File: src/logic/phsr_pkg.sv
// constants and types shared by the parallel port status and reset logic
package phsr_pkg;

  // ------------------------------------------------------------
  // port select on the two address pins
  // ------------------------------------------------------------
  localparam logic [1:0] PHSR_ADDR_PORT_A = 2'h0;
  localparam logic [1:0] PHSR_ADDR_PORT_B = 2'h1;
  localparam logic [1:0] PHSR_ADDR_STATUS = 2'h2; // third port, handshake_status_readback
  localparam logic [1:0] PHSR_ADDR_CTRL = 2'h3;

  // ------------------------------------------------------------
  // control word fields
  // ------------------------------------------------------------
  localparam int PHSR_CW_FLAG = 7;     // 1: mode set, 0: single bit set/reset
  localparam int PHSR_CW_A_MODE2 = 6;
  localparam int PHSR_CW_A_MODE1 = 5;
  localparam int PHSR_CW_A_IN = 4;
  localparam int PHSR_CW_CHI_IN = 3;
  localparam int PHSR_CW_B_MODE1 = 2;
  localparam int PHSR_CW_B_IN = 1;
  localparam int PHSR_CW_CLO_IN = 0;
  localparam int PHSR_BSR_SEL_LSB = 1; // bit index sits in bits 3:1
  localparam int PHSR_BSR_VAL = 0;

  // ------------------------------------------------------------
  // third port bit positions used by the handshake
  // ------------------------------------------------------------
  localparam int PHSR_PC_OBF_A = 7;
  localparam int PHSR_PC_ACK_A = 6;
  localparam int PHSR_PC_IBF_A = 5;
  localparam int PHSR_PC_STB_A = 4;
  localparam int PHSR_PC_INTR_A = 3;
  localparam int PHSR_PC_HS_B = 2;     // strobe or acknowledge of group b
  localparam int PHSR_PC_BF_B = 1;
  localparam int PHSR_PC_INTR_B = 0;

  // ------------------------------------------------------------
  // reset values
  // ------------------------------------------------------------
  localparam logic PHSR_DIR_IN_RST = 1'b1;   // every port comes up as input
  localparam logic [7:0] PHSR_LATCH_RST = 8'h00;
  localparam logic [7:0] PHSR_CTRL_READ = 8'h00;
  localparam logic PHSR_STROBE_IDLE = 1'b1;  // active-low pins idle high

  // ------------------------------------------------------------
  // timing
  // ------------------------------------------------------------
  localparam int PHSR_CLK_PERIOD_NS = 40;
  localparam int PHSR_PWRON_RESET_US = 50;
  localparam int PHSR_RESET_PULSE_NS = 500;
  localparam int PHSR_RESET_CYCLES =
    (PHSR_RESET_PULSE_NS + PHSR_CLK_PERIOD_NS - 1) / PHSR_CLK_PERIOD_NS;
  localparam logic [7:0] PHSR_RESET_CNT_MAX = 8'(PHSR_RESET_CYCLES);

  typedef enum logic [1:0] {
    PHSR_MODE0 = 2'b00,
    PHSR_MODE1 = 2'b01,
    PHSR_MODE2 = 2'b10
  } phsr_mode_e;

endpackage : phsr_pkg

File: src/logic/phsr_sync.sv
// two flip-flop synchroniser bank for every pin entering the core clock
`timescale 1ns/1ps
module phsr_sync #(
  parameter int WIDTH = 1,
  parameter logic [WIDTH-1:0] RST_VAL = '0
) (
  input wire logic core_clk,
  input wire logic reset_n,
  input wire logic [WIDTH-1:0] async_in,
  output logic [WIDTH-1:0] sync_out
);

  logic [WIDTH-1:0] meta_q;

  // the first stage feeds only the second stage
  always_ff @(posedge core_clk or negedge reset_n) begin
    if (!reset_n) begin
      meta_q <= RST_VAL;
      sync_out <= RST_VAL;
    end else begin
      meta_q <= async_in;
      sync_out <= meta_q;
    end
  end

endmodule : phsr_sync

File: src/logic/phsr_top.sv
// programmable parallel port with handshake status readback and reset handling
`timescale 1ns/1ps
module phsr_top
  import phsr_pkg::*;
#(
  parameter bit FAST_VARIANT = 1'b1
) (
  input wire logic core_clk,
  input wire logic reset_n,
  input wire logic port_reset,
  input wire logic cs_n,
  input wire logic rd_n,
  input wire logic wr_n,
  input wire logic [1:0] addr,
  input wire logic [7:0] data_in,
  output logic [7:0] data_out,
  output logic data_oe,
  input wire logic [7:0] pa_in,
  output logic [7:0] pa_out,
  output logic [7:0] pa_oe,
  input wire logic [7:0] pb_in,
  output logic [7:0] pb_out,
  output logic [7:0] pb_oe,
  input wire logic [7:0] pc_in,
  output logic [7:0] pc_out,
  output logic [7:0] pc_oe
);

  // ------------------------------------------------------------
  // pin synchronisers
  // ------------------------------------------------------------
  logic [37:0] sync_q;
  logic rst_s, cs_n_s, rd_n_s, wr_n_s;
  logic [1:0] addr_s;
  logic [7:0] dat_s, pa_s, pb_s, pc_s;

  phsr_sync #(.WIDTH(38), .RST_VAL({1'b0, 3'b111, 34'h0ff})) u_sync (
    .core_clk(core_clk),
    .reset_n(reset_n),
    .async_in({port_reset, cs_n, rd_n, wr_n, addr, data_in, pa_in, pb_in, pc_in}),
    .sync_out(sync_q)
  );

  assign {rst_s, cs_n_s, rd_n_s, wr_n_s, addr_s, dat_s, pa_s, pb_s, pc_s} = sync_q;

  // ------------------------------------------------------------
  // state
  // ------------------------------------------------------------
  phsr_mode_e mode_a_q, mode_a_d;
  logic mode_b_q, mode_b_d, a_in_q, a_in_d, b_in_q, b_in_d;
  logic chi_in_q, chi_in_d, clo_in_q, clo_in_d;
  logic [7:0] pa_lat_q, pa_lat_d, pb_lat_q, pb_lat_d, pc_lat_q, pc_lat_d;
  logic [7:0] pa_inl_q, pa_inl_d, pb_inl_q, pb_inl_d, rd_data_q, rd_data_d;
  logic ibf_a_q, ibf_a_d, obf_a_q, obf_a_d, intr_a_q, intr_a_d;
  logic inte_a_q, inte_a_d, out_irq_enable_bidir_q, out_irq_enable_bidir_d, in_irq_enable_bidir_q, in_irq_enable_bidir_d;
  logic ibf_b_q, ibf_b_d, obf_b_q, obf_b_d, intr_b_q, intr_b_d, inte_b_q, inte_b_d;
  logic rd_act_q, rd_act_d, rd_prev_q, wr_prev_q, stba_prev_q, acka_prev_q, hsb_prev_q;
  logic [1:0] rd_addr_q, rd_addr_d;
  logic [7:0] rst_cnt_q, rst_cnt_d;

  // ------------------------------------------------------------
  // decode of modes and edges
  // ------------------------------------------------------------
  logic a_m1in, a_m1out, a_m2, a_in_hs, a_out_hs, b_m1in, b_m1out;
  logic wr_rise, rd_fall, rd_rise, soft_rst;
  logic stba_fall, stba_rise, acka_fall, acka_rise, hsb_fall, hsb_rise;
  logic [7:0] hs_mask, hs_out_mask, hs_val, pc_m0, pc_rb, pa_rd, pb_rd;
  logic [2:0] bsr_sel;

  assign a_m1in = (mode_a_q == PHSR_MODE1) && a_in_q;
  assign a_m1out = (mode_a_q == PHSR_MODE1) && !a_in_q;
  assign a_m2 = (mode_a_q == PHSR_MODE2);
  assign a_in_hs = a_m1in || a_m2;
  assign a_out_hs = a_m1out || a_m2;
  assign b_m1in = mode_b_q && b_in_q;
  assign b_m1out = mode_b_q && !b_in_q;

  assign wr_rise = !wr_prev_q && wr_n_s && !cs_n_s;
  assign rd_fall = rd_prev_q && !rd_n_s && !cs_n_s;
  assign rd_rise = !rd_prev_q && rd_n_s && rd_act_q;
  assign stba_fall = stba_prev_q && !pc_s[PHSR_PC_STB_A];
  assign stba_rise = !stba_prev_q && pc_s[PHSR_PC_STB_A];
  assign acka_fall = acka_prev_q && !pc_s[PHSR_PC_ACK_A];
  assign acka_rise = !acka_prev_q && pc_s[PHSR_PC_ACK_A];
  assign hsb_fall = hsb_prev_q && !pc_s[PHSR_PC_HS_B];
  assign hsb_rise = !hsb_prev_q && pc_s[PHSR_PC_HS_B];
  assign soft_rst = (rst_cnt_q == PHSR_RESET_CNT_MAX);
  assign bsr_sel = dat_s[PHSR_BSR_SEL_LSB +: 3];

  // ------------------------------------------------------------
  // third port: handshake masks, drive values and readback
  // ------------------------------------------------------------
  always_comb begin
    hs_mask = 8'h00;
    hs_out_mask = 8'h00;
    if (a_in_hs) begin
      hs_mask = hs_mask | 8'h38;      // strobe in, full and request out
      hs_out_mask = hs_out_mask | 8'h28;
    end
    if (a_out_hs) begin
      hs_mask = hs_mask | 8'hc8;      // ack in, full and request out
      hs_out_mask = hs_out_mask | 8'h88;
    end
    if (mode_b_q) begin
      hs_mask = hs_mask | 8'h07;
      hs_out_mask = hs_out_mask | 8'h03;
    end
    // pin levels: output-full lines are active low
    hs_val = 8'h00;
    hs_val[PHSR_PC_OBF_A] = !obf_a_q;
    hs_val[PHSR_PC_IBF_A] = ibf_a_q;
    hs_val[PHSR_PC_INTR_A] = intr_a_q;
    hs_val[PHSR_PC_BF_B] = b_in_q ? ibf_b_q : !obf_b_q;
    hs_val[PHSR_PC_INTR_B] = intr_b_q;
    // free bits behave as plain mode 0 input or output
    pc_m0 = {chi_in_q ? pc_s[7:4] : pc_lat_q[7:4], clo_in_q ? pc_s[3:0] : pc_lat_q[3:0]};
    pc_rb = pc_m0;
    // the status word replaces pin values on handshake bits
    if (a_in_hs || a_out_hs) begin
      pc_rb[PHSR_PC_INTR_A] = intr_a_q;
    end
    if (a_m1in) begin
      pc_rb[PHSR_PC_IBF_A] = ibf_a_q;
      pc_rb[PHSR_PC_STB_A] = inte_a_q;
    end
    if (a_m1out) begin
      pc_rb[PHSR_PC_OBF_A] = !obf_a_q;
      pc_rb[PHSR_PC_ACK_A] = inte_a_q;
    end
    if (a_m2) begin
      pc_rb[PHSR_PC_OBF_A] = !obf_a_q;
      pc_rb[PHSR_PC_ACK_A] = out_irq_enable_bidir_q;
      pc_rb[PHSR_PC_IBF_A] = ibf_a_q;
      pc_rb[PHSR_PC_STB_A] = in_irq_enable_bidir_q;
    end
    if (mode_b_q) begin
      pc_rb[PHSR_PC_HS_B] = inte_b_q;
      pc_rb[PHSR_PC_BF_B] = hs_val[PHSR_PC_BF_B];
      pc_rb[PHSR_PC_INTR_B] = intr_b_q;
    end
    pa_rd = a_in_hs ? pa_inl_q : ((a_in_q && !a_m1out) ? pa_s : pa_lat_q);
    pb_rd = b_m1in ? pb_inl_q : (b_in_q ? pb_s : pb_lat_q);
  end

  assign pc_out = (hs_out_mask & hs_val) | (~hs_out_mask & pc_lat_q);
  assign pc_oe = hs_out_mask | (~hs_mask & {{4{!chi_in_q}}, {4{!clo_in_q}}});
  assign pa_out = pa_lat_q;
  // mode 2 only drives port a while the peripheral acknowledges
  assign pa_oe = {8{(mode_a_q == PHSR_MODE0 && !a_in_q) || a_m1out
                    || (a_m2 && !pc_s[PHSR_PC_ACK_A])}};
  assign pb_out = pb_lat_q;
  assign pb_oe = {8{!b_in_q}};
  assign data_out = rd_data_q;
  assign data_oe = rd_act_q;

  // ------------------------------------------------------------
  // next-state logic: clears first, hardware sets after, reset last
  // ------------------------------------------------------------
  always_comb begin
    mode_a_d = mode_a_q;
    mode_b_d = mode_b_q;
    a_in_d = a_in_q;
    b_in_d = b_in_q;
    chi_in_d = chi_in_q;
    clo_in_d = clo_in_q;
    pa_lat_d = pa_lat_q;
    pb_lat_d = pb_lat_q;
    pc_lat_d = pc_lat_q;
    pa_inl_d = pa_inl_q;
    pb_inl_d = pb_inl_q;
    rd_data_d = rd_data_q;
    ibf_a_d = ibf_a_q;
    obf_a_d = obf_a_q;
    intr_a_d = intr_a_q;
    inte_a_d = inte_a_q;
    out_irq_enable_bidir_d = out_irq_enable_bidir_q;
    in_irq_enable_bidir_d = in_irq_enable_bidir_q;
    ibf_b_d = ibf_b_q;
    obf_b_d = obf_b_q;
    intr_b_d = intr_b_q;
    inte_b_d = inte_b_q;
    rd_act_d = rd_act_q && !rd_n_s;
    rd_addr_d = rd_addr_q;
    rst_cnt_d = !rst_s ? 8'h00 : (soft_rst ? rst_cnt_q : rst_cnt_q + 8'h01);
    // acknowledge releases output-full ahead of cpu writes, so a same-cycle write wins
    if (a_out_hs && acka_fall) obf_a_d = 1'b0;
    if (b_m1out && hsb_fall) obf_b_d = 1'b0;
    // cpu writes act on the rising edge of the write strobe
    if (wr_rise) begin
      case (addr_s)
        PHSR_ADDR_PORT_A: begin
          pa_lat_d = dat_s;
          if (a_out_hs) begin
            obf_a_d = 1'b1;
            intr_a_d = 1'b0;
          end
        end
        PHSR_ADDR_PORT_B: begin
          pb_lat_d = dat_s;
          if (b_m1out) begin
            obf_b_d = 1'b1;
            intr_b_d = 1'b0;
          end
        end
        PHSR_ADDR_STATUS: begin
          pc_lat_d = dat_s;
        end
        default: begin
          if (dat_s[PHSR_CW_FLAG]) begin
            mode_a_d = dat_s[PHSR_CW_A_MODE2] ? PHSR_MODE2 :
                       (dat_s[PHSR_CW_A_MODE1] ? PHSR_MODE1 : PHSR_MODE0);
            a_in_d = dat_s[PHSR_CW_A_IN];
            chi_in_d = dat_s[PHSR_CW_CHI_IN];
            mode_b_d = dat_s[PHSR_CW_B_MODE1];
            b_in_d = dat_s[PHSR_CW_B_IN];
            clo_in_d = dat_s[PHSR_CW_CLO_IN];
            pa_lat_d = PHSR_LATCH_RST;
            pc_lat_d = PHSR_LATCH_RST;
            // the slow variant keeps stale port b data until written
            if (FAST_VARIANT) begin
              pb_lat_d = PHSR_LATCH_RST;
            end
            {ibf_a_d, obf_a_d, intr_a_d, inte_a_d, out_irq_enable_bidir_d, in_irq_enable_bidir_d} = 6'h00;
            {ibf_b_d, obf_b_d, intr_b_d, inte_b_d} = 4'h0;
          end else begin
            pc_lat_d[bsr_sel] = dat_s[PHSR_BSR_VAL];
            if ((a_m1in && bsr_sel == 3'(PHSR_PC_STB_A))
                || (a_m1out && bsr_sel == 3'(PHSR_PC_ACK_A))) begin
              inte_a_d = dat_s[PHSR_BSR_VAL];
            end
            if (a_m2 && bsr_sel == 3'(PHSR_PC_ACK_A)) begin
              out_irq_enable_bidir_d = dat_s[PHSR_BSR_VAL];
            end
            if (a_m2 && bsr_sel == 3'(PHSR_PC_STB_A)) begin
              in_irq_enable_bidir_d = dat_s[PHSR_BSR_VAL];
            end
            if (mode_b_q && bsr_sel == 3'(PHSR_PC_HS_B)) begin
              inte_b_d = dat_s[PHSR_BSR_VAL];
            end
          end
        end
      endcase
    end
    // cpu reads: data captured at the falling edge of the read strobe
    if (rd_fall) begin
      rd_act_d = 1'b1;
      rd_addr_d = addr_s;
      case (addr_s)
        PHSR_ADDR_PORT_A: begin
          rd_data_d = pa_rd;
          if (a_in_hs) intr_a_d = 1'b0;
        end
        PHSR_ADDR_PORT_B: begin
          rd_data_d = pb_rd;
          if (b_m1in) intr_b_d = 1'b0;
        end
        PHSR_ADDR_STATUS: rd_data_d = pc_rb;
        default: rd_data_d = PHSR_CTRL_READ;
      endcase
    end
    if (rd_rise && rd_addr_q == PHSR_ADDR_PORT_A && a_in_hs) ibf_a_d = 1'b0;
    if (rd_rise && rd_addr_q == PHSR_ADDR_PORT_B && b_m1in) ibf_b_d = 1'b0;
    // peripheral strobes and acknowledges; a set beats a clear
    if (a_in_hs && stba_fall) begin
      pa_inl_d = pa_s;
      ibf_a_d = 1'b1;
    end
    if (a_in_hs && stba_rise && ibf_a_q && (a_m2 ? in_irq_enable_bidir_q : inte_a_q)) intr_a_d = 1'b1;
    if (a_out_hs && acka_rise && !obf_a_q && (a_m2 ? out_irq_enable_bidir_q : inte_a_q)) intr_a_d = 1'b1;
    if (b_m1in && hsb_fall) begin
      pb_inl_d = pb_s;
      ibf_b_d = 1'b1;
    end
    if (b_m1in && hsb_rise && ibf_b_q && inte_b_q) intr_b_d = 1'b1;
    if (b_m1out && hsb_rise && !obf_b_q && inte_b_q) intr_b_d = 1'b1;
    // a long reset pulse puts every port back to input mode
    if (soft_rst) begin
      mode_a_d = PHSR_MODE0;
      mode_b_d = 1'b0;
      {a_in_d, b_in_d, chi_in_d, clo_in_d} = {4{PHSR_DIR_IN_RST}};
      {pa_lat_d, pb_lat_d, pc_lat_d} = {3{PHSR_LATCH_RST}};
      {ibf_a_d, obf_a_d, intr_a_d, inte_a_d, out_irq_enable_bidir_d, in_irq_enable_bidir_d} = 6'h00;
      {ibf_b_d, obf_b_d, intr_b_d, inte_b_d} = 4'h0;
    end
  end

  // ------------------------------------------------------------
  // registers
  // ------------------------------------------------------------
  always_ff @(posedge core_clk or negedge reset_n) begin
    if (!reset_n) begin
      mode_a_q <= PHSR_MODE0;
      {mode_b_q, a_in_q, b_in_q} <= {1'b0, PHSR_DIR_IN_RST, PHSR_DIR_IN_RST};
      {chi_in_q, clo_in_q} <= {PHSR_DIR_IN_RST, PHSR_DIR_IN_RST};
      {pa_lat_q, pb_lat_q, pc_lat_q} <= {3{PHSR_LATCH_RST}};
      {pa_inl_q, pb_inl_q, rd_data_q} <= {3{PHSR_LATCH_RST}};
      {ibf_a_q, obf_a_q, intr_a_q, inte_a_q, out_irq_enable_bidir_q, in_irq_enable_bidir_q} <= 6'h00;
      {ibf_b_q, obf_b_q, intr_b_q, inte_b_q} <= 4'h0;
      {rd_act_q, rd_addr_q} <= 3'h0;
      {rd_prev_q, wr_prev_q} <= {2{PHSR_STROBE_IDLE}};
      {stba_prev_q, acka_prev_q, hsb_prev_q} <= {3{PHSR_STROBE_IDLE}};
      rst_cnt_q <= 8'h00;
    end else begin
      mode_a_q <= mode_a_d;
      {mode_b_q, a_in_q, b_in_q} <= {mode_b_d, a_in_d, b_in_d};
      {chi_in_q, clo_in_q} <= {chi_in_d, clo_in_d};
      {pa_lat_q, pb_lat_q, pc_lat_q} <= {pa_lat_d, pb_lat_d, pc_lat_d};
      {pa_inl_q, pb_inl_q, rd_data_q} <= {pa_inl_d, pb_inl_d, rd_data_d};
      {ibf_a_q, obf_a_q, intr_a_q, inte_a_q, out_irq_enable_bidir_q, in_irq_enable_bidir_q} <=
        {ibf_a_d, obf_a_d, intr_a_d, inte_a_d, out_irq_enable_bidir_d, in_irq_enable_bidir_d};
      {ibf_b_q, obf_b_q, intr_b_q, inte_b_q} <= {ibf_b_d, obf_b_d, intr_b_d, inte_b_d};
      {rd_act_q, rd_addr_q} <= {rd_act_d, rd_addr_d};
      {rd_prev_q, wr_prev_q} <= {rd_n_s, wr_n_s};
      {stba_prev_q, acka_prev_q, hsb_prev_q} <=
        {pc_s[PHSR_PC_STB_A], pc_s[PHSR_PC_ACK_A], pc_s[PHSR_PC_HS_B]};
      rst_cnt_q <= rst_cnt_d;
    end
  end

endmodule : phsr_top

File: config.mk
export PLATFORM = sky130hd
export DESIGN_NAME = phsr_top
export DESIGN_NICKNAME = d
export VERILOG_FILES = /design/src/logic/phsr_pkg.sv /design/src/logic/phsr_sync.sv /design/src/logic/phsr_top.sv
export SDC_FILE = /design/constraint.sdc
export NUM_CORES = 1
export LEC_CHECK = 0
export ABC_AREA = 1
export BUFFER_PORTS_ARGS = -buffer_cell sky130_fd_sc_hd__buf_2
export CORE_UTILIZATION = 50
export DETAILED_ROUTE_END_ITERATION = 7
export PLACE_DENSITY_LB_ADDON = 0.1
export SETUP_SLACK_MARGIN = 0.15
export SYNTH_ARGS = -nofsm -noshare
export SYNTH_HDL_FRONTEND = slang
export SYNTH_SLANG_ARGS = --single-unit
File: constraint.sdc
create_clock -name core_clk -period 1.45 [get_ports core_clk]
set_input_delay 0.29 -clock core_clk [delete_from_list [all_inputs] [get_ports core_clk]]
set_output_delay 0.29 -clock core_clk [all_outputs]
set_load 0.05 [all_outputs]
Yosys cells after proc, flatten, opt, wreduce, memory -nomap -nowiden
Cells that the tools add are included.
{ "word_totals": {"regBits": 157, "elab_cells": 281} }
{ "op_classes": {"n_addsub": 1, "n_lt_le_gt_ge": 2, "eq_ne": 16, "n_mux": 125, "bitwise": 7, "reduce_logical": 98} }
{ "op_table": {"columns": ["op", "count"], "rows": [
  ["8-bit two-way mux", 16],
  ["1-bit two-way mux", 84],
  ["8-bit one-hot mux with 2 select lines", 3],
  ["1-bit logical AND", 46],
  ["3-bit AND reduction", 9],
  ["8-bit AND", 3],
  ["8-bit one-hot mux with 3 select lines", 1],
  ["3-bit nonzero test", 6],
  ["1-bit logical NOT", 17],
  ["2-bit two-way mux", 8],
  ["8-bit inverter", 2],
  ["8-bit OR", 2],
  ["4-bit nonzero test", 4],
  ["4-bit two-way mux", 3],
  ["6-bit two-way mux", 2],
  ["8-bit by 1-bit adder with 8-bit output (second input constant)", 1],
  ["8-bit bitwise mux", 1],
  ["8-bit by 4-bit equality test with 1-bit output (second input constant)", 1],
  ["2-bit by 1-bit != test with 1-bit output (second input constant)", 4],
  ["4-bit by 1-bit != test with 1-bit output (second input constant)", 2],
  ["1-bit one-hot mux with 2 select lines", 4],
  ["2-bit by 1-bit equality test with 1-bit output (second input constant)", 3],
  ["3-bit equality test (second input constant)", 2],
  ["2-bit logical NOT", 3],
  ["12 further kinds", 22]
]} }

Depth between registers and ports, before layout
Gate-level depths: netlist of the first run.
{ "depth": {"depth_word": 12, "ltp_mapped": 11, "ltp_nobuf": 9} }

Cells and area by module
Synthesis of the first run repeated with hierarchy kept, for this count alone.
{ "unflattened": {"cells_unflattened": 716, "hier_area_um2": 6754.0} }
{ "modules_own_cells": {"columns": ["mod", "instances", "cells_each", "area_per_inst_um2"], "rows": [
  ["phsr_top", 1, 640, 4824.6],
  ["phsr_sync", 1, 76, 1929.4]
]} }

Worst setup path after synthesis of the first run
No wires, ideal clock.
{ "synth_path": {"path_kind": "flip-flop to output port", "start": "reg mode_a_q[0]", "end": "out pa_oe[1]", "arrival_time_ps": 2159, "required_time_ps": 1160, "setup_slack_ps": -999, "path_stages_with_launch": 6, "cell_sequence": "dfrtp_1 inv_2 nand2_4 buf_4 o22ai_1 buf_4"} }
{ "synth_between": {"elab_chain_cells": 4, "elab_cells_between_ends": 8, "cone_classes": "eq/ne: 2; reduce/logical: 6"} }
{ "synth_lines": {"columns": ["element", "line_no", "source"], "rows": [
  ["start, declared", "phsr_top.sv:49", "phsr_mode_e mode_a_q, mode_a_d;"],
  ["start signal, assigned", "phsr_top.sv:304", "mode_a_q <= mode_a_d;"],
  ["2-bit by 1-bit equality test with 1-bit output / 2-bit logical NOT (equally long branches)", "phsr_top.sv:71, phsr_top.sv:149", null],
  ["1-bit logical AND, on equally long branches", "phsr_top.sv:71, phsr_top.sv:149", null],
  ["1-bit logical OR", "phsr_top.sv:149", "assign pa_oe = {8{(mode_a_q == PHSR_MODE0 && !a_in_q) || a_m1out"],
  ["1-bit logical OR (*)", "phsr_top.sv:150", "|| (a_m2 && !pc_s[PHSR_PC_ACK_A])}};"],
  ["end, declared", "phsr_top.sv:20", "output logic [7:0] pa_oe,"]
]} }
Mark *: on every way between the ends. The rest lies on a longest branch, timed or not.

Final worst setup path of the first run
{ "layout_path": {"start": "reg b_in_q", "end": "out pc_out[1]"} }
{ "layout_between": {"elab_chain_cells": 3} }
{ "layout_lines": {"columns": ["element", "line_no", "source"], "rows": [
  ["start, declared", "phsr_top.sv:50", "logic mode_b_q, mode_b_d, a_in_q, a_in_d, b_in_q, b_in_d;"],
  ["start signal, assigned", "phsr_top.sv:293", "{mode_b_q, a_in_q, b_in_q} <= {1'b0, PHSR_DIR_IN_RST, PHSR_DIR_IN_RST};"],
  ["start signal, assigned", "phsr_top.sv:305", "{mode_b_q, a_in_q, b_in_q} <= {mode_b_d, a_in_d, b_in_d};"],
  ["1-bit two-way mux", "phsr_top.sv:113", "hs_val[PHSR_PC_BF_B] = b_in_q ? ibf_b_q : !obf_b_q;"],
  ["8-bit AND", "phsr_top.sv:145", "assign pc_out = (hs_out_mask & hs_val) | (~hs_out_mask & pc_lat_q);"],
  ["8-bit OR", "phsr_top.sv:145", null],
  ["end, declared", "phsr_top.sv:25", "output logic [7:0] pc_out,"]
]} }
Every way passes these cells.

==> out/results.ini, run 1 <==
[outcome]
outcome=finished, violations left
violations=negative setup slack

[sta]
slew_headroom=0.679
setup_ws_ns=-0.713
grt_setup_unrepaired=yes
period_minus_slack_ns=2.16
worst_pin_slew_ns=0.482
setup_violations=100
finalSetupTns_ns=-25.56
fin_skew_ns=0.0134
finalCritPeriodShare=1.49
drv_slew=0
finalHoldViolations=0
whs_ns=0.320
fmax_mhz=462

[logic_synthesis]
synth-seq-cells=157
synthFlopType=dfrtp_1
synth-adder-area-share=0.0110
synth.area.mux_share=0.0198
synth_edf_count=0
yosys.area.top_type=dfrtp_1
yosys-top-cells-area=dfrtp_1 46%, dfstp_2 12%, nand2_1 12%
synthDominantCellAreaShare=0.462
syn_area_mm2=0.00682
synth-async-reset-ratio=1.00
synthXorXnorAreaFrac=0.00257
synth.most_common_cell=nand2_1
yosysWarnings=0
syn_inst=726
synthSimpleGateAreaFrac=0.235
seq_area_frac_synth=0.582
syn_avg_cell_area_um2=9.40
synthTopCellsByCount=213 x nand2_1, 126 x dfrtp_1, 74 x nand3_1
synth_top_family_by_area=simple AND/OR/NAND/NOR gates
synth_compound_area_frac=0.0734
synth_nets=772
synth_cell_types=42

[cells_and_area]
multi_input_area_mm2=0.00363
fin_cells=1201
regArea_mm2=0.00398
fillCellCount=512
n_antenna_cell=0
nets=1059
drive_gt1_frac=0.559
fin_util=0.894
fin_area_mm2=0.0119
area_growth_pct=74.3

[setup_path]
crit_type=reg -> out
cp-startpoint=b_in_q$_DFFE_PN1P_
worst-r2r-cell-count=7
crit_required_ns=1.16
startpoint_type=flip-flop
crit_path_max_fanout=4
arrival_ns=1.87
end_kind=output port
rr_startpoint=b_in_q$_DFFE_PN1P_

[floorplanning]
rows=42
core_area_mm2=0.0133
die_w_um=119
dieArea_mm2=0.0141
die_h_um=119
ios=97
initial_core_util=0.513

[placed_design]
hpwl_um=12600
gp_congestion=0.900
placed_cell_area_mm2=0.00809
preCtsSetupSlack_ns=-0.170
place_inst=1032
portBuffers=96

[route]
met3_length_um=3220
route.vias.total=7574
top_layer=met5
m1WireLength_um=10600
via_per_inst=6.31
wl_met2_um=14300
wl_per_cell_um=25.6
drcViolationCount=0
ant_nets=0
wirelength_um=30800
drt_first_pass_iters=5
dr.first_iter.drc_count=964

[power_and_ir_drop]
p_clk_frac=0.289
switchingPower_mw=5.77
power_frac_seq=0.343
combPwrFrac=0.367
power.ir.vdd_worst_v=0.00157
p_int_mw=10.2
power_mw=15.9
swShare=0.362
p_leak_nw=5.57
power.density_mw_per_mm2=1340

[global_routing]
antenna_found_initial=1
track_usage=0.359
gr-total-overflow=0
first_global_vias=6992
grt_max_degree=30
grt_pass1_wl_um=37700

[clocking]
cts_inserted_buffers=17
cts_buffer_depth=2
clockRootBuffer=clkbuf_16
htreeDepth=4
cts_tree=yes
clk_latency_ns=0.44
clk_pin_slew_ns=0.06
cts_sinks=157

[min_path]
worstHoldPathType=in -> async

[run]
cap_violations=0

==> layout by cell type (no fill, tap or decap), types with 12 or more instances in the layout <==
master,netlist,routed
dfstp_2,31,31
o21ai_0,37,13
clkbuf_16,0,18
dfrtp_1,126,119
o21ai_2,6,14
buf_6,6,84
nand3_1,74,36
buf_12,0,22
buf_4,24,100
nand2_2,3,50
nand2_1,213,133
nand3_4,1,15
nand2_4,3,29
buf_2,10,38
nand3_2,1,25
nor2_1,43,24
nor2_4,1,14
buf_8,0,18
inv_1,49,37
nand4_1,13,13
o21ai_1,1,12
dlygate4sd3_1,0,39
==> final timing paths <==
path	to	slack [ns]
min in group core_clk	u_sync.sync_out[31]$_DFF_PN0_	0.35
worst max-delay path	pc_out[1]	-0.71
max in group asynchronous	a_in_q$_DFFE_PN1P_	0.51
worst min-delay path	u_sync.sync_out[10]$_DFF_PN0_	0.32
worst max register to register	intr_b_q$_DFF_PN0_	-0.49
worst min register to register	u_sync.sync_out[31]$_DFF_PN0_	0.35
==> cells by family after synthesis <==
kind of cell / Yosys count
AOI/OAI and AO/OA: 84
buffers and inverters: 100
and+or+nand+nor: 366
muxes: 11
DFF: 157
xor gates and xnor gates: 2
adders and majority gates: 6
==> registers in the layout, summed over array words and instances (netlist names), 2 cells and up <==
signal and count:
pb_inl_q 8, u_sync.sync_out 38, rd_addr_q 2, pa_inl_q 8, mode_a_q 2, rst_cnt_q 8
pb_out 8, pc_lat_q 8, u_sync.meta_q 38, data_out 8, pa_out 8
==> final cells by class <==
class,instances,area share
flip-flops and latches,157,0.334
multi-input cells,473,0.305
repair buffers,308,0.267
clock buffers,20,0.0376
inverters,54,0.0219
well taps,176,0.0185
clock inverters,11,0.0121
repair inverters,2,0.00274
==> power by group through the flow <==
stage / clock network, mW / registers (mW) / logic, mW
after floorplan: 0 / 5.57 / 2.31
final: 4.61 / 5.47 / 5.86
after detailed placement: 0 / 5.37 / 3.45
after global routing: 4.80 / 5.49 / 6.02
after global placement: 0 / 5.36 / 3.40
after CTS: 4.54 / 5.34 / 4.98
==> per-layer routing <==
metal  GRT usage  up-vias
met1       0.434     3631
met5           0        -
met2       0.593      707
li1            -     2951
met3      0.0948      283
met4       0.185        2
==> critical path: stages (launching register included) <==
cell      delay (ns)
dfstp_2         0.58
inv_4           0.07
nand2_1         0.22
o211ai_1        0.25
o21ai_2         0.14
buf_6           0.18
==> repair_timing <==
action,4_1_cts,5_1_grt
resized for setup,370,140
pin swaps,61,56
cloned,13,1
endpoints found under the setup margin,128,130
buffers inserted,60,25
hold buffers,39,0
hold endpoints to repair,60,0
Power figures use the tool's default switching activity.
==> run 2, diff against run 1 <==
--- a/config.mk
+++ b/config.mk
@@ -7,10 +7,11 @@
 export LEC_CHECK = 0
 export ABC_AREA = 1
 export BUFFER_PORTS_ARGS = -buffer_cell sky130_fd_sc_hd__buf_2
-export CORE_UTILIZATION = 50
+export CORE_UTILIZATION = 52
 export DETAILED_ROUTE_END_ITERATION = 7
 export PLACE_DENSITY_LB_ADDON = 0.1
 export SETUP_SLACK_MARGIN = 0.15
 export SYNTH_ARGS = -nofsm -noshare
 export SYNTH_HDL_FRONTEND = slang
 export SYNTH_SLANG_ARGS = --single-unit
+export TNS_END_PERCENT = 1
==> run 2 against run 1 <==
Compared with the run above: the flow still finishes with violations (negative setup slack); sequential cell count unchanged; first-iteration DRC count down 55%; global-route usage down 7.6 points; via count down 23%; cell area down 20%; clock skew down 0.0065 ns; die area down 3.8%; register-to-register slack better by 0.39 ns; hold slack better by 0.027 ns; largest cell class unchanged.
==> out/results.ini, run 2 (synthesis gave the netlist of run 1 again) <==
[floorplanning]
initial_core_util=0.536  ; +0.0231
die_h_um=117  ; -1.9%
ios=97  ; unchanged
dieArea_mm2=0.0136  ; -3.8%
rows=41  ; -2.4%
die_w_um=117  ; -1.9%
core_area_mm2=0.0127  ; -4.3%

[clocking]
cts_inserted_buffers=17  ; unchanged
clockRootBuffer=clkbuf_16
cts_sinks=157  ; unchanged
clk_pin_slew_ns=0.06  ; about the same
cts_tree=yes
htreeDepth=4  ; unchanged
clk_latency_ns=0.42  ; -0.02 ns
cts_buffer_depth=2  ; unchanged

[sta]
grt_setup_unrepaired=yes
setup_violations=41  ; -59%
drv_slew=0  ; unchanged
setup_ws_ns=-0.442  ; +0.272 ns
slew_headroom=0.729  ; +0.0496
finalHoldViolations=0  ; unchanged
period_minus_slack_ns=1.89  ; -0.272 ns
worst_pin_slew_ns=0.407  ; -0.0743 ns
finalCritPeriodShare=1.30  ; -0.187
finalSetupTns_ns=-10.49  ; +15.07 ns
fmax_mhz=529  ; +14%
fin_skew_ns=0.00685  ; -0.00652 ns

[placed_design]
gp_congestion=0.886  ; -1.6%
placed_cell_area_mm2=0.00790  ; -2.4%
hpwl_um=12500  ; -0.35%
place_inst=1031  ; -0.097%
portBuffers=96  ; unchanged

[route]
wirelength_um=18100  ; -41%
via_per_inst=5.32  ; -16%
ant_nets=0  ; unchanged
dr.first_iter.drc_count=437  ; -55%
drt_first_pass_iters=5  ; unchanged
wl_per_cell_um=16.4  ; -36%
drcViolationCount=0  ; unchanged
route.vias.total=5868  ; -23%

[setup_path]
startpoint_type=flip-flop
slowest_delay_ns=0.47  ; -0.11 ns
critPathSlowestCell=dfrtp_2
timing.critical_path.buf_inv=2  ; unchanged
cp_cell_sequence=buf_4 > xnor2_2 > nand2_1 > buf_4
crit_required_ns=1.16  ; about the same
cpMostUsedCell=buf_4
end_kind=output port
crit_type=reg -> out
worst-r2r-cell-count=9  ; +2
crit_path_max_fanout=6  ; +2
arrival_ns=1.60  ; -0.27 ns
path_delay_family=flip-flops
cp.depth=4  ; -1

[power_and_ir_drop]
p_leak_nw=4.61  ; -17%
switchingPower_mw=4.53  ; -22%
power_frac_seq=0.390  ; +0.047
combPwrFrac=0.289  ; -0.078
p_clk_frac=0.321  ; +0.032
power.ir.vdd_worst_v=0.00111  ; -29%
p_int_mw=9.20  ; -9.5%
power.density_mw_per_mm2=1440  ; +7.4%
swShare=0.330  ; -0.0323

[global_routing]
track_usage=0.284  ; -0.0756
first_global_vias=5888  ; -16%
grt_pass1_wl_um=28300  ; -25%
antenna_found_initial=0  ; -1
gr-total-overflow=0  ; unchanged
grt_max_degree=40  ; +33%

[outcome]
violations=negative setup slack
outcome=finished, violations left

[cells_and_area]
nets=964  ; -9.0%
area_growth_pct=39.8
fillCellCount=883  ; +72%
multi_input_area_mm2=0.00262  ; -28%
fin_area_mm2=0.00954  ; -20%
drive_gt1_frac=0.367  ; -0.192
n_antenna_cell=0  ; unchanged
final_common_cell=nand2_1
reg_top3=u_sync.meta_q (38), u_sync.sync_out (38)
fin_cells=1103  ; -8.2%
regArea_mm2=0.00397  ; -0.13%
final_cell_mix=198 x nand2_1, 123 x dfrtp_1, 78 x buf_4

[min_path]
whs_path_depth=0
worstHoldPathType=reg -> reg

[run]
cap_violations=0  ; unchanged

[run 2: final timing paths]
kind,startpoint,to,slack [ns]
setup / recovery,mode_a_q[1]$_DFFE_PN0P_,pc_oe[3],-0.44
hold / removal,u_sync.meta_q[22]$_DFF_PN0_,u_sync.sync_out[22]$_DFF_PN0_,0.35
setup reg to reg,b_in_q$_DFFE_PN1P_,data_out[6]$_DFFE_PN0P_,-0.10
hold reg to reg,u_sync.meta_q[22]$_DFF_PN0_,u_sync.sync_out[22]$_DFF_PN0_,0.35
max in group asynchronous,reset_n,b_in_q$_DFFE_PN1P_,0.48
min in group asynchronous,reset_n,u_sync.sync_out[14]$_DFF_PN0_,0.36
[run 2: power by group through the flow]
| stage | registers [mW] | clock network (mW) | logic (mW) |
|---|---|---|---|
| 6_report | 5.36 | 4.41 | 3.96 |
| 3_5_place_dp | 5.35 | 0 | 3.31 |
| 5_1_grt | 5.41 | 4.71 | 4.22 |
| 4_1_cts | 5.33 | 4.51 | 3.85 |
| 2_1_floorplan | 5.56 | 0 | 2.14 |
| 3_3_place_gp | 5.34 | 0 | 3.25 |
[run 2: stage by stage]
stage	worst slack, ns	total power [mW]	hold slack, ns	util
floorplan	-0.295	7.71	-0.00559	-
global route	-0.520	14.3	0.355	0.750
detailed placement	-0.124	8.66	0.233	0.621
finish	-0.442	13.7	0.347	0.750
CTS	-0.474	13.7	0.347	0.738
global placement	-0.107	8.59	0.233	0.621
[run 2: cell type report]
cell class / count / area share
inverter: 54 / 0.0222
sequential: 157 / 0.416
tap: 172 / 0.0226
multi-input combinational: 469 / 0.275
clock buffer: 20 / 0.0468
clock inverter: 12 / 0.0153
timing repair buffer: 219 / 0.202
[run 2: timing repair]
action	4_1_cts	5_1_grt
hold buffers	39	0
pin swaps	20	17
endpoints found under the hold margin	59	0
resized for setup	155	51
setup buffers	1	0
setup endpoints to repair	127	126
[run 2: per-layer routing]
layer	track usage	part of all wire
met1	0.360	0.42
met2	0.461	0.48
met3	0.0737	0.066
met4	0.122	0.029
met5	0	0
==> run 3, diff against run 2 <==
--- a/config.mk
+++ b/config.mk
@@ -10,6 +10,7 @@
 export CORE_UTILIZATION = 52
 export DETAILED_ROUTE_END_ITERATION = 7
 export PLACE_DENSITY_LB_ADDON = 0.1
+export RECOVER_POWER = 100
 export SETUP_SLACK_MARGIN = 0.15
 export SYNTH_ARGS = -nofsm -noshare
 export SYNTH_HDL_FRONTEND = slang
==> constraint.sdc (replaced) <==
create_clock -name core_clk -period 1.6 [get_ports core_clk]
set_input_delay 0.32 -clock core_clk [delete_from_list [all_inputs] [get_ports core_clk]]
set_output_delay 0.32 -clock core_clk [all_outputs]
set_load 0.05 [all_outputs]
==> run 3 against run 2 <==
Compared with the run above: the flow still finishes with violations (negative setup slack); global-route usage grew 0.61 points; cell area fell by 1.3%; total power shrank 7.2%; critical path depth up 1; sequential cell count stayed put; count of clock-buffer cells in the layout increased by 2; register-to-register slack worse by 0.03 ns; via count hardly changed; clock power is 4% lower; hold slack gained 0.0017 ns.
==> out/results.ini, run 3 (synthesis gave the netlist of run 1 again) <==
[sta]
period_minus_slack_ns=1.97
slew_headroom=0.158  ; -0.570
fin_skew_ns=0.00631  ; -0.000540 ns
finalHoldViolations=0  ; unchanged
whs_ns=0.348  ; +0.00167 ns
setup_ws_ns=-0.371  ; +0.0702 ns
finalCritPeriodShare=1.23
setup_violations=65  ; +59%
worst_pin_slew_ns=1.26  ; +0.855 ns
fmax_mhz=507
drv_slew=0  ; unchanged
grt_setup_unrepaired=yes
finalSetupTns_ns=-8.41  ; +2.08 ns

[placed_design]
preCtsSetupSlack_ns=-0.0233  ; +0.101 ns
portBuffers=96  ; unchanged
placed_cell_area_mm2=0.00766  ; -3.0%
hpwl_um=12200  ; -2.7%
place_inst=1003  ; -2.7%
gp_congestion=0.896  ; +1.1%

[cells_and_area]
area_growth_pct=38.0
final_common_cell=nand2_1
fin_util=0.740  ; -0.00954
fin_area_mm2=0.00942  ; -1.3%
final_cell_mix=192 x nand2_1, 120 x dfrtp_1, 65 x nand3_1
fillCellCount=901  ; +2.0%
drive_gt1_frac=0.356  ; -0.0111
reg_top3=u_sync.meta_q (38), u_sync.sync_out (38)
fin_cells=1087  ; -1.5%
nets=948  ; -1.7%
n_antenna_cell=0  ; unchanged

[route]
via_per_inst=5.40  ; +1.5%
ant_nets=0  ; unchanged
drcViolationCount=0  ; unchanged
drt_first_pass_iters=6  ; +1
dr.first_iter.drc_count=561  ; +28%
route.vias.total=5869  ; +0.017%
wirelength_um=18600  ; +2.8%
wl_per_cell_um=17.1  ; +4.4%

[setup_path]
cp_cell_sequence=nand2_4 > buf_6 > o22ai_4 > buf_12 > buf_12
critPathSlowestCell=dfrtp_2
startpoint_type=flip-flop
worst-r2r-cell-count=8  ; -1
slowest_delay_ns=0.49  ; +0.02 ns
cp.depth=5  ; +1
crit_path_max_fanout=7  ; +1
cpMostUsedCell=buf_12
crit_required_ns=1.28  ; +0.12 ns
end_kind=output port
path_delay_family=flip-flops
arrival_ns=1.65  ; +0.05 ns
crit_type=reg -> out
timing.critical_path.buf_inv=3  ; +1

[floorplanning]
dieArea_mm2=0.0136  ; unchanged
rows=41  ; unchanged
core_area_mm2=0.0127  ; unchanged
initial_core_util=0.536  ; unchanged
die_w_um=117  ; unchanged
ios=97  ; unchanged
die_h_um=117  ; unchanged

[global_routing]
first_global_vias=5791  ; -1.6%
grt_pass1_wl_um=28900  ; +2.1%
antenna_found_initial=0  ; unchanged
gr-total-overflow=0  ; unchanged
grt_max_degree=49  ; +23%
track_usage=0.290  ; +0.00606

[clocking]
cts_inserted_buffers=17  ; unchanged
cts_tree=yes
cts_sinks=157  ; unchanged
cts_buffer_depth=2  ; unchanged
clk_latency_ns=0.43  ; about the same
clockRootBuffer=clkbuf_16
clk_pin_slew_ns=0.06  ; about the same
htreeDepth=4  ; unchanged

[power_and_ir_drop]
power_mw=12.7  ; -7.2%
p_leak_nw=4.47  ; -3.0%
power.ir.vdd_worst_v=0.00109  ; -2.3%
power.density_mw_per_mm2=1350  ; -6.0%

[min_path]
whs_path_depth=0  ; unchanged
worstHoldPathType=reg -> reg

[run]
cap_violations=0  ; unchanged

[outcome]
violations=negative setup slack
outcome=finished, violations left

-- run 3: changes by cell type in the layout (fill, tap and decap cells not counted), moves of 6 or more --
| cell | change |
|---|---|
| buf_4 | -26 |
| nand2_1 | -6 |
| buf_6 | -30 |
| buf_12 | +6 |
| clkbuf_2 | +30 |
| nand2_2 | +7 |
-- run 3: power breakdown --
group	switching, mW	total [mW]	internal, mW
clock	1.57	4.22	2.65
combinational	2.27	3.67	1.40
sequential	0.381	4.86	4.48
-- run 3: metal layers --
layer / GRT usage / up-vias / wire (µm)
met3: 0.0633 / 51 / 1310
li1: - / 2712 / -
met4: 0.143 / 0 / 632
met5: 0 / - / 0
met2: 0.467 / 255 / 9040
met1: 0.372 / 2851 / 7620
-- run 3: timing repair --
item / in CTS / in global routing
pin swaps: 25 / 28
buffers inserted: 8 / 5
cloned: 0 / 0
endpoints found under the hold margin: 69 / 0
hold buffers: 39 / 0
resized for setup: 140 / 67
endpoints found under the setup margin: 81 / 103
-- run 3: final cells by class --
class | count | area [µm²] | area share
clock buffers | 22 | 454 | 0.0482
clock inverters | 10 | 165 | 0.0175
inverters | 54 | 220 | 0.0234
multi-input cells | 469 | 2690 | 0.285
flip-flops and latches | 157 | 3980 | 0.422
well taps | 172 | 215 | 0.0229
repair buffers | 203 | 1700 | 0.181
-- run 3: final timing paths --
check / from / endpoint / slack (ns)
min: u_sync.meta_q[31]$_DFF_PN0_ / u_sync.sync_out[31]$_DFF_PN0_ / 0.35
min reg2reg: u_sync.meta_q[31]$_DFF_PN0_ / u_sync.sync_out[31]$_DFF_PN0_ / 0.35
max reg2reg: rst_cnt_q[1]$_DFFE_PN0P_ / pb_out[2]$_DFFE_PN0P_ / -0.13
max: mode_a_q[1]$_DFFE_PN0P_ / pa_oe[1] / -0.37
max in group asynchronous: reset_n / a_in_q$_DFFE_PN1P_ / -0.04
min in group asynchronous: reset_n / u_sync.sync_out[14]$_DFF_PN0_ / 0.70
